[src/ldi_cfg.svh]
// Purpose: constants of the led driver write slave
// Assumes: included by bare name from the package and modules
// Notes:   offsets are byte values of the register pointer
`ifndef LDI_CFG_SVH
`define LDI_CFG_SVH

`define LDI_NCH        36
`define LDI_DW         8
`define LDI_SLV_HI     5'h0F
`define LDI_RW_WRITE   1'h0
`define LDI_AD_GND     2'h0
`define LDI_AD_SCL     2'h1
`define LDI_AD_SDA     2'h2
`define LDI_AD_VCC     2'h3
`define LDI_BIT_LAST   3'h7
`define LDI_OFF_SSD    8'h00
`define LDI_OFF_DUTY0  8'h01
`define LDI_OFF_DUTYN  8'h24
`define LDI_OFF_UPD    8'h25
`define LDI_OFF_CTL0   8'h26
`define LDI_OFF_CTLN   8'h49
`define LDI_OFF_GDIS   8'h4A
`define LDI_OFF_FREE0  8'h4B
`define LDI_OFF_RST    8'h4F
`define LDI_UPD_KEY    8'h00
`define LDI_RST_DUTY   8'h00
`define LDI_RST_CTL    3'h0
`define LDI_RST_BIT    1'h0
`define LDI_CTL_EN     0
`define LDI_PIN_N      4

`endif

[src/ldi_pkg.sv]
// Purpose: shared types of the led driver write slave
// Assumes: ldi_cfg.svh on the include path
// Notes:   top state is one packed struct
`include "ldi_cfg.svh"
package ldi_pkg;

  typedef enum logic [2:0] {
    S_IDLE, S_ADDR, S_AACK, S_PTR, S_PACK, S_DATA, S_DACK, S_IGN
  } ldi_state_t;

  typedef logic [`LDI_NCH-1:0][`LDI_DW-1:0] ldi_duty_arr_t;
  typedef logic [`LDI_NCH-1:0][2:0]         ldi_ctl_arr_t;

  typedef struct packed {
    ldi_state_t    state;
    logic [2:0]    bitc;
    logic          full;
    logic [7:0]    shreg;
    logic [7:0]    ptr;
    logic          sda_oe;
    logic          scl_q;
    logic          sda_q;
    logic          ad_idle;
    logic          ad_start;
    logic          ad_low;
    logic          ad_taken;
    logic          soft_run;
    logic          gdis;
    ldi_duty_arr_t duty_sh;
    ldi_duty_arr_t duty_act;
    ldi_ctl_arr_t  ctl_sh;
    ldi_ctl_arr_t  ctl_act;
  } ldi_top_st_t;

  typedef struct packed {
    logic [7:0]          cnt;
    logic [`LDI_NCH-1:0] chan;
    logic                on;
  } ldi_pwm_st_t;

endpackage

[src/ldi_chan_if.sv]
// Purpose: active channel settings from register file to modulator
// Assumes: single clock domain
// Notes:   run already folds in every shutdown source
`timescale 1ns/100ps
interface ldi_chan_if #(parameter int NCH = 36);
  logic [NCH-1:0][7:0] duty;
  logic [NCH-1:0]      en;
  logic                run;
  modport src (output duty, output en, output run);
  modport dst (input duty, input en, input run);
endinterface

[src/ldi_top.sv]
// Purpose: write-only two-wire slave and register file of an led driver
// Assumes: bus clock and pins are asynchronous and sampled here
// Notes:   data line is open drain; sda_oe_out high pulls it low
`timescale 1ns/100ps
`include "ldi_cfg.svh"
// What this block does
// - Answer address 01111 plus two select bits, then direction bit.
// - Select pin: ground 00, supply 11, clock line 01, data line 10.
// - Only writes; direction bit must be 0, nothing reads back.
// - Data line sampled while clock line is high.
// - Data falling with clock high starts address comparison.
// - Matching address is acknowledged by holding data low on ninth pulse.
// - Second byte loads the register pointer and is acknowledged.
// - Each data byte is written at the pointer and acknowledged.
// - Data rising with clock high ends the transfer.
// - Pointer advances by one during each data acknowledge.
// - Offset 00h bit 0: 0 shutdown, 1 normal run.
// - Offsets 01h to 24h hold 36 eight-bit duty values.
// - Channel average equals scaled current times duty over 256.
// - Write of 00h to offset 25h copies pending settings to active ones.
// - Offsets 26h to 49h hold channel enable and current scale.
// - Write to offset 4Fh returns all registers to defaults.
// - Shutdown, duty and global registers reset to zero.
// - Duty and control writes wait in shadow until update key written.
// - Control bit 0 enables channel; bits 2:1 select current scale.
// - Offset 4Ah bit 0 set switches every channel off.
// - Hardware shutdown pin low shuts down regardless of registers.
module ldi_top
  import ldi_pkg::*;
#(
  parameter int NCH = `LDI_NCH
) (
  // clock and reset
  input  wire logic                core_clk_in,
  input  wire logic                rst_in,
  // two-wire bus and straps
  input  wire logic                scl_in,
  input  wire logic                sda_in,
  output logic                     sda_out,
  output logic                     sda_oe_out,
  input  wire logic                addr_sel_in,
  input  wire logic                hard_shutdown_pin_n_in,
  // channel outputs
  output logic [NCH-1:0]           chan_drive_out,
  output logic [NCH-1:0][1:0]      current_scale_sel_out,
  output logic                     active_out
);
  localparam int IDXW = $clog2(NCH);
  ldi_top_st_t                st;
  ldi_top_st_t                next_st;
  logic [`LDI_PIN_N-1:0]      pin_s;
  logic                       scl_s;
  logic                       sda_s;
  logic                       ad_s;
  logic                       hsd_n_s;
  logic                       scl_rise;
  logic                       scl_fall;
  logic                       start_det;
  logic                       stop_det;
  logic [1:0]                 ad_sel;
  logic                       addr_match;
  logic                       wr_en;
  logic [7:0]                 wr_idx;
  logic [IDXW-1:0]            duty_idx;
  logic [IDXW-1:0]            ctl_idx;

  ldi_chan_if #(.NCH(NCH)) chan ();

  ldi_pin_sync #(.W(`LDI_PIN_N)) u_sync (
    .core_clk_in (core_clk_in),
    .rst_in      (rst_in),
    .async_in    ({hard_shutdown_pin_n_in, addr_sel_in, sda_in, scl_in}),
    .sync_out    (pin_s)
  );

  assign scl_s     = pin_s[0];
  assign sda_s     = pin_s[1];
  assign ad_s      = pin_s[2];
  assign hsd_n_s   = pin_s[3];
  assign scl_rise  = scl_s & ~st.scl_q;
  assign scl_fall  = ~scl_s & st.scl_q;
  assign start_det = scl_s & st.scl_q & st.sda_q & ~sda_s;
  assign stop_det  = scl_s & st.scl_q & ~st.sda_q & sda_s;

  // strap decode from three samples of the select pin
  always_comb begin
    if (!st.ad_idle) begin
      ad_sel = `LDI_AD_GND;
    end else if (!st.ad_start) begin
      ad_sel = `LDI_AD_SDA;
    end else if (!st.ad_low) begin
      ad_sel = `LDI_AD_SCL;
    end else begin
      ad_sel = `LDI_AD_VCC;
    end
  end

  assign addr_match = (st.shreg[7:3] == `LDI_SLV_HI) &&
                      (st.shreg[2:1] == ad_sel) &&
                      (st.shreg[0] == `LDI_RW_WRITE);
  assign wr_en  = (st.state == S_DATA) && st.full && scl_fall;
  assign wr_idx = st.ptr;
  // shadow slot picked by the pointer, cut to the bank index width
  assign duty_idx = IDXW'(wr_idx - `LDI_OFF_DUTY0);
  assign ctl_idx  = IDXW'(wr_idx - `LDI_OFF_CTL0);

  always_comb begin
    next_st       = st;
    next_st.scl_q = scl_s;
    next_st.sda_q = sda_s;
    if (st.state == S_IDLE && scl_s && sda_s) begin
      next_st.ad_idle = ad_s;
    end
    if (start_det) begin
      next_st.state    = S_ADDR;
      next_st.bitc     = 3'h0;
      next_st.full     = 1'b0;
      next_st.sda_oe   = 1'b0;
      next_st.ad_start = ad_s;
      next_st.ad_taken = 1'b0;
    end else if (stop_det) begin
      next_st.state  = S_IDLE;
      next_st.sda_oe = 1'b0;
    end else begin
      case (st.state)
        S_ADDR, S_PTR, S_DATA: begin
          if (scl_fall && !st.ad_taken && st.state == S_ADDR) begin
            next_st.ad_low   = ad_s;
            next_st.ad_taken = 1'b1;
          end
          if (scl_rise && !st.full) begin
            next_st.shreg = {st.shreg[6:0], sda_s};
            next_st.bitc  = st.bitc + 3'h1;
            next_st.full  = (st.bitc == `LDI_BIT_LAST);
          end else if (scl_fall && st.full) begin
            next_st.full = 1'b0;
            if (st.state == S_ADDR) begin
              next_st.state  = addr_match ? S_AACK : S_IGN;
              next_st.sda_oe = addr_match;
            end else if (st.state == S_PTR) begin
              next_st.ptr    = st.shreg;
              next_st.state  = S_PACK;
              next_st.sda_oe = 1'b1;
            end else begin
              next_st.ptr    = st.ptr + 8'h01;
              next_st.state  = S_DACK;
              next_st.sda_oe = 1'b1;
            end
          end
        end
        S_AACK, S_PACK, S_DACK: begin
          if (scl_fall) begin
            next_st.sda_oe = 1'b0;
            next_st.state  = (st.state == S_AACK) ? S_PTR : S_DATA;
          end
        end
        S_IDLE, S_IGN: begin
          next_st.sda_oe = 1'b0;
        end
        default: begin
          next_st.state  = S_IDLE;
          next_st.sda_oe = 1'b0;
        end
      endcase
    end

    if (wr_en) begin
      if (wr_idx == `LDI_OFF_SSD) begin
        next_st.soft_run = st.shreg[0];
      end else if (wr_idx >= `LDI_OFF_DUTY0 &&
                   wr_idx <= `LDI_OFF_DUTYN) begin
        next_st.duty_sh[duty_idx] = st.shreg;
      end else if (wr_idx == `LDI_OFF_UPD) begin
        if (st.shreg == `LDI_UPD_KEY) begin
          next_st.duty_act = st.duty_sh;
          next_st.ctl_act  = st.ctl_sh;
        end
      end else if (wr_idx >= `LDI_OFF_CTL0 &&
                   wr_idx <= `LDI_OFF_CTLN) begin
        next_st.ctl_sh[ctl_idx] = st.shreg[2:0];
      end else if (wr_idx == `LDI_OFF_GDIS) begin
        next_st.gdis = st.shreg[0];
      end else if (wr_idx == `LDI_OFF_RST) begin
        next_st.soft_run = `LDI_RST_BIT;
        next_st.gdis     = `LDI_RST_BIT;
        next_st.duty_sh  = '0;
        next_st.duty_act = '0;
        next_st.ctl_sh   = '0;
        next_st.ctl_act  = '0;
      end
      // any other offset is acknowledged and dropped
    end
  end

  always_ff @(posedge core_clk_in) begin
    if (rst_in) begin
      st          <= '0;
      st.state    <= S_IDLE;
      st.scl_q    <= 1'b1;
      st.sda_q    <= 1'b1;
      st.ad_idle  <= 1'b1;
      st.ad_start <= 1'b1;
      st.ad_low   <= 1'b1;
    end else begin
      st <= next_st;
    end
  end

  genvar g;
  generate
    for (g = 0; g < NCH; g++) begin : g_ch
      assign chan.duty[g]             = st.duty_act[g];
      assign chan.en[g]               = st.ctl_act[g][`LDI_CTL_EN];
      assign current_scale_sel_out[g] = st.ctl_act[g][2:1];
    end
  endgenerate
  assign chan.run = st.soft_run & ~st.gdis & hsd_n_s;

  ldi_pwm #(.NCH(NCH)) u_pwm (
    .core_clk_in (core_clk_in),
    .rst_in      (rst_in),
    .cfg         (chan),
    .chan_out    (chan_drive_out),
    .active_out  (active_out)
  );

  assign sda_out    = 1'b0;
  assign sda_oe_out = st.sda_oe;
endmodule

[src/ldi_pin_sync.sv]
// Purpose: two-flop synchroniser for pin inputs
// Assumes: inputs asynchronous to core_clk_in
// Notes:   only sync_out may be read by other logic
`timescale 1ns/100ps
module ldi_pin_sync #(
  parameter int W = 4
) (
  // clock and reset
  input  wire logic         core_clk_in,
  input  wire logic         rst_in,
  // pins
  input  wire logic [W-1:0] async_in,
  output logic      [W-1:0] sync_out
);
  typedef struct packed {
    logic [W-1:0] meta;
    logic [W-1:0] sync;
  } ldi_sync_st_t;

  ldi_sync_st_t st;
  ldi_sync_st_t next_st;

  always_comb begin
    next_st      = st;
    next_st.meta = async_in;
    next_st.sync = st.meta;
  end

  // idle bus lines rest high
  always_ff @(posedge core_clk_in) begin
    if (rst_in) begin
      st <= '1;
    end else begin
      st <= next_st;
    end
  end

  assign sync_out = st.sync;
endmodule

[src/ldi_pwm.sv]
// Purpose: 256-count modulator for all channels
// Assumes: settings come from the active register bank
// Notes:   duty 255 gives 255 of 256 counts on
`timescale 1ns/100ps
`include "ldi_cfg.svh"
module ldi_pwm
  import ldi_pkg::*;
#(
  parameter int NCH = `LDI_NCH
) (
  // clock and reset
  input  wire logic           core_clk_in,
  input  wire logic           rst_in,
  // settings
  ldi_chan_if.dst             cfg,
  // outputs
  output logic      [NCH-1:0] chan_out,
  output logic                active_out
);
  ldi_pwm_st_t    st;
  ldi_pwm_st_t    next_st;
  logic [NCH-1:0] hit;

  genvar g;
  generate
    for (g = 0; g < NCH; g++) begin : g_ch
      assign hit[g] = cfg.run & cfg.en[g] & (st.cnt < cfg.duty[g]);
    end
  endgenerate

  always_comb begin
    next_st      = st;
    next_st.cnt  = st.cnt + 8'h01;
    next_st.chan = hit;
    next_st.on   = cfg.run;
  end

  always_ff @(posedge core_clk_in) begin
    if (rst_in) begin
      st <= '0;
    end else begin
      st <= next_st;
    end
  end

  assign chan_out   = st.chan;
  assign active_out = st.on;
endmodule

[config.mk]
export PLATFORM = sky130hd
export DESIGN_NAME = ldi_top
export DESIGN_NICKNAME = d
export VERILOG_FILES = /design/src/ldi_pkg.sv /design/src/ldi_chan_if.sv /design/src/ldi_top.sv /design/src/ldi_pin_sync.sv /design/src/ldi_pwm.sv
export VERILOG_INCLUDE_DIRS = /design/src /design/src/src
export SDC_FILE = /design/constraint.sdc
export NUM_CORES = 2
export LEC_CHECK = 0
export BUFFER_PORTS_ARGS = -buffer_cell sky130_fd_sc_hd__buf_4
export CAP_MARGIN = 20
export CORE_MARGIN = 4
export CORE_UTILIZATION = 50
export DETAILED_ROUTE_END_ITERATION = 8
export PLACE_DENSITY = 0.68
export SYNTH_ARGS = -nofsm -noshare
export SYNTH_HDL_FRONTEND = slang
export SYNTH_SLANG_ARGS = --single-unit
[constraint.sdc]
create_clock -name core_clk_in -period 4.1 [get_ports core_clk_in]
set_clock_uncertainty 0.1 [all_clocks]
set_input_delay 0.615 -clock core_clk_in [delete_from_list [all_inputs] [get_ports core_clk_in]]
set_output_delay 0.615 -clock core_clk_in [all_outputs]
set_load 0.03 [all_outputs]
# [Word level (Yosys, flattened, before mapping)]
# Cells that the tools add are included.
[word_totals] word_cells=441 regBits=877 out_inout_bits=111
[classes] eq_ne=35 order_cmp=44 bitwise_logic=95 mux=57 reduce_logical=41 add_sub_neg=5
[ops] cell="two-way mux 794 bit" count=7
[ops] cell="two-way mux 792 bit" count=5
[ops] cell="two-way mux 288 bit" count=3
[ops] cell="two-way mux 578 bit" count=1
[ops] cell="two-way mux 108 bit" count=4
[ops] cell="two-way mux 290 bit" count=1
[ops] cell="bitwise mux 288 bit" count=1
[ops] cell="< comparator 8 bit" count=36
[ops] cell="bitwise mux 108 bit" count=1
[ops] cell="bitwise AND 1 bit" count=81
[ops] cell="demux 8 bit (select 6 bit)" count=1
[ops] cell="two-way mux 20 bit" count=2
[ops] cell="AND reduction 6 bit" count=5
[ops] cell="two-way mux 9 bit" count=3
[ops] cell="two-way mux 3 bit" count=8
[ops] cell="two-way mux 8 bit" count=3
[ops] cell="inequality test 2 bit, second input constant" count=10
[ops] cell="demux 3 bit (select 6 bit)" count=1
[ops] cell="adder 8 x 1 -> 8 bit, second input constant" count=2
[ops] cell="== test 8 x 7 -> 1 bit, second input constant" count=2
[ops] cell="logical NOT 8 bit" count=2
[ops] cell="inequality test 4 bit, second input constant" count=4
[ops] cell="AND reduction 4 bit" count=4
[ops] cell="== test 3 bit, second input constant" count=5
[ops] cell="37 further kinds" count=85

# [Longest topological paths before layout]
[logic_depth] word_depth=17 depth_mapped=13 depth_no_buf=7

# [Cells and area by module]
# Synthesis repeated with hierarchy kept, for this count alone.
[hier_totals] hier_cells=5052 hier_area_um2=42564.6
[by_module_without_submodules] module="ldi_top" n_inst=1 area_each_um2=34463.1 cells_each=3984
[by_module_without_submodules] module="ldi_pwm" n_inst=1 area_each_um2=7891.3 cells_each=1052
[by_module_without_submodules] module="ldi_pin_sync" n_inst=1 area_each_um2=210.2 cells_each=16

# [Least setup slack after synthesis]
# OpenSTA, ideal clock, no wires.
[synth_path] kind="register to register" start="reg st (netlist bit wr_idx[1])" end="reg st[189] in the netlist's numbering" required_ns=3.883 synth_period_minus_slack_ns=3.071 setup_ns=0.117 setup_slack_ns=1.029 arrival_ns=2.853 stages_incl_launch_ff=12 path_cell_list="dfxtp_1 -> clkbuf_1 -> clkbuf_1 -> inv_1 -> ha_1 -> buf_2 -> or4bb_1 -> and3_1 -> o21ai_2 -> buf_2 -> nand4_1 -> a32o_1"
[synth_between] elab_chain_cells=7 word_cells_on_any_way=24 classes_between="add/sub: 1; order compare: 6; eq/ne: 5; mux: 4; bitwise: 3; reduce/logical: 5"
[synth_rtl] element="start, declared" line="ldi_top.sv:49" rtl="ldi_top_st_t st;"
[synth_rtl] element="start signal, assigned" line="ldi_top.sv:205" rtl="st <= next_st;"
[synth_rtl] element="subtractor 6 bit (no source line)"
[synth_rtl] element="< comparator 6 x 7 -> 1 bit (implied by the code) or greater-or-equal comparator 6 x 1 -> 1 bit (tied branches)" line="ldi_top.sv:180" rtl="next_st.ctl_sh[ctl_idx] = st.shreg[2:0];"
[synth_rtl] element="logical AND 1 bit (implied by the code)" line="ldi_top.sv:180"
[synth_rtl] element="two-way mux 3 bit (implied by the code)" line="ldi_top.sv:180"
[synth_rtl] element="demux 3 bit (select 6 bit)" line="ldi_top.sv:180"
[synth_rtl] element="bitwise mux 108 bit" line="ldi_top.sv:180"
[synth_rtl] element="two-way mux 108 bit" line="ldi_top.sv:178" rtl="end else if (wr_idx >= `LDI_OFF_CTL0 &&"
# Several ways; a longest one is shown, not always the timed one.
# A chain may end at the register's enable or synchronous reset.

# [Worst setup path in the final report]
[layout_path] start="reg st (netlist bit wr_idx[5])" end="reg st (netlist bit chan.duty[93])"
[layout_between] elab_chain_cells=4 word_cells_on_any_way=18 classes_between="order compare: 4; eq/ne: 7; mux: 1; bitwise: 2; reduce/logical: 4"
[layout_rtl] element="greater-or-equal comparator 8 x 1 -> 1 bit (no source line) (tied with other cells)"
[layout_rtl] element="logical AND 1 bit (no source line)"
[layout_rtl] element="inequality test 5 x 1 -> 1 bit (no source line) (tied with other cells)"
[layout_rtl] element="AND reduction 7 bit (no source line)"
# Several ways; a longest one is shown, not always the timed one.

==> results.json <==
{
  "status": "complete, no violations",
  "drt_iter0_drc": 3363,
  "r2r-end": "chan.duty[93]",
  "r2r_cells": 7,
  "maxSlewViolCount": 0,
  "synthArstFlopShare_pct": 0,
  "vias": 34400,
  "h-tree-depth": 3,
  "antenna_found_initial": 1,
  "fin_hold_ws_ns": 0.0503,
  "io_buffer_count": 115,
  "post_cts_buffers": 0,
  "drive_gt1_share_pct": 9.64,
  "setup_tns_ns": 0,
  "yosys_warnings": 0,
  "critPathLaunchType": "flop",
  "grt_setup_unrepaired": "false",
  "die_width_um": 292,
  "rrSetupSlack_ns": 0.60,
  "worstPathRequired_ns": 4.56,
  "post_drt_wl_per_cell_um": 20.6,
  "synthFlopType": "dfxtp_1",
  "cts_root_buffer": "clkbuf_16",
  "whs_endpoint": "u_sync.next_st[3]",
  "track_usage_pct": 26.9,
  "synth_area_um2": 40400,
  "ys_types": 86,
  "yosys.area.top_type": "dfxtp_1",
  "max-vdd-ir-drop_mv": 0.369,
  "design.core.area_um2": 79500,
  "vias_per_cell": 5.99,
  "slew_headroom_pct": 16.4,
  "dieArea_um2": 85400,
  "area_growth_pct": 10.2,
  "clkTransAtPathRegs_ns": 0.06,
  "nNetsFinal": 4889,
  "rows": 103,
  "ys_top_cells_by_count": "dfxtp_1 (877), nand2_1 (662), a21oi_1 (465)",
  "r2r-start": "wr_idx[5]",
  "yosys.area.top_type_share_pct": 43.5,
  "syn_inst": 4746,
  "synth_area_per_cell_um2": 8.51,
  "dp_hpwl_um": 70000,
  "path_class": "flop to flop",
  "firstDrtPassIters": 8,
  "min_from": "hard_shutdown_pin_n_in",
  "min_path_type": "primary input to flop",
  "cts_tree": "built",
  "initial_core_util_pct": 50.8,
  "die_y_um": 292,
  "cts_buffers": 91,
  "cp_max_fo": 72,
  "cts.sinks": 877,
  "grt_pass1_wl_um": 187000,
  "synth_edf_count": 0,
  "clk_latency_ns": 0.65,
  "gp_congestion": 0.908,
  "worst_slew_pin_slew_ns": 1.25,
  "ys_ff_latch": 877,
  "cp-end-kind": "flop",
  "cts_resized": 0,
  "clockBufferDepth": 3,
  "leakage_nw": 15.8,
  "ys_seq_area_share_pct": 43.5,
  "setup_viol": 0,
  "yosysMostFrequentCell": "dfxtp_1",
  "ios": 117,
  "p_per_area_nw_per_um2": 392,
  "grt_pass1_vias": 32600,
  "cp_data_arrival_time_ns": 3.95,
  "maxCapViolCount": 0,
  "holdPathStages": 2,
  "antenna_left": 0,
  "finalHoldViolations": 0,
  "grt_overflow_total": 0,
  "grt_max_degree": 241,
  "synth_area_leaders": "dfxtp_1 (43%), ha_1 (8.0%), nand2_1 (6.2%), o211ai_1 (6.0%), a21oi_1 (5.8%)",
  "synth_nets": 5011,
  "clock.fmax_ghz": 0.286,
  "cts_hold_buffers": 0,
  "period_share_pct": 85.3,
  "drc": 0,
  "wirelength_um": 118000,
  "min_period_ns": 3.50
}
metrics by stage:
step / area [um^2] / setup slack, ns / std cells / power (W) / utilization, %
after CTS: 44500 / 0.687 / 5748 / 0.0175 / 56.0
final: 44500 / 0.604 / 5749 / 0.0174 / 56.0
after floorplan: 40400 / 1.03 / 4746 / 0.00910 / -
after global placement: 41500 / 0.798 / 5581 / 0.00926 / 52.1
after global routing: 44500 / 0.490 / 5748 / 0.0179 / 56.0
after detailed placement: 41500 / 0.732 / 5581 / 0.00927 / 52.1
metal layers:
layer / up-vias / global-route usage [%] / share of wire, %
met5: - / 0 / 0
met4: 0 / 9.29 / 3.1
met3: 235 / 4.30 / 8.0
met2: 1366 / 42.2 / 44
met1: 16400 / 37.8 / 44
li1: 16400 / - / -
flip-flops by register name (all words and copies together) (netlist names):
| signal | cells |
|---|---|
| wr_idx | 8 |
| u_sync.next_st | 4 |
| chan.duty | 288 |
| sda_oe_out | 1 |
| chan.en | 36 |
| u_pwm.active_out | 1 |
| u_sync.sync_out | 4 |
| current_scale_sel_out | 72 |
| u_pwm.st | 8 |
| u_pwm.chan_out | 36 |
| st | 419 |
cell type report:
type / instances / area (um^2)
antenna: 1 / 2.50
clock buffer: 131 / 2730
clock inverter: 36 / 319
fill: 7174 / 35000
inverter: 428 / 1610
multi-input combinational: 2995 / 18800
sequential: 877 / 17600
tap: 1050 / 1310
timing repair buffer: 231 / 2150
worst max-delay path: stages, from the launching register on:
cell and delay (ns):
dfxtp_1 0.81, or4b_4 0.60, nor4_2 0.50, o221a_4 0.34
buf_12 0.36, buf_12 0.25, nand3_1 0.19, a21oi_1 0.18
report_power, final:
group | switching [W] | leakage [nW] | internal (W)
clock network | 0.00358 | 1.53 | 0.00478
registers | 0.0000404 | 7.07 | 0.00853
logic | 0.000337 | 7.22 | 0.000184
how the worst max path moves through the flow:
stage,startpoint,endpoint,slack (ns),cells after the start
floorplan,wr_idx[1],st[189],1.03,11
global route,wr_idx[5],chan.duty[93],0.49,7
global placement,wr_idx[5],chan.duty[93],0.80,7
CTS,wr_idx[5],chan.duty[93],0.69,7
detailed placement,wr_idx[5],chan.duty[93],0.73,7
finish,wr_idx[5],chan.duty[93],0.60,7
cells in the final DEF (no fill, tap or decap), types with 13 or more instances in the layout:
| master | instances |
|---|---|
| o21ai_0 | 38 |
| nand4_1 | 88 |
| a21oi_1 | 465 |
| nor2_1 | 64 |
| dfxtp_1 | 870 |
| nand2b_1 | 47 |
| o211ai_1 | 323 |
| inv_1 | 427 |
| a21o_1 | 113 |
| or2_2 | 19 |
| o211a_1 | 36 |
| a22o_1 | 22 |
| o22ai_1 | 134 |
| buf_12 | 33 |
| nand3_1 | 419 |
| clkinv_2 | 23 |
| mux2i_1 | 14 |
| ha_1 | 259 |
| o21ai_1 | 13 |
| a32o_1 | 13 |
| clkbuf_8 | 30 |
| a2111oi_0 | 38 |
| o2bb2ai_1 | 53 |
| clkbuf_16 | 91 |
| nand2_1 | 662 |
| nor3_1 | 13 |
| buf_4 | 197 |
kinds of logic after synthesis:
group	Yosys count	share of synthesized area, %
AO/OA/AOI/OAI	1315	21.7
XOR/XNOR	11	0.239
adder cells (fa/ha/maj)	259	8.03
buffers and inverters	874	10.1
flip-flops	877	43.5
multiplexers	15	0.375
other	1	0.00929
AND/OR/NAND/NOR	1394	16.1
Power figures use the tool's default switching activity.
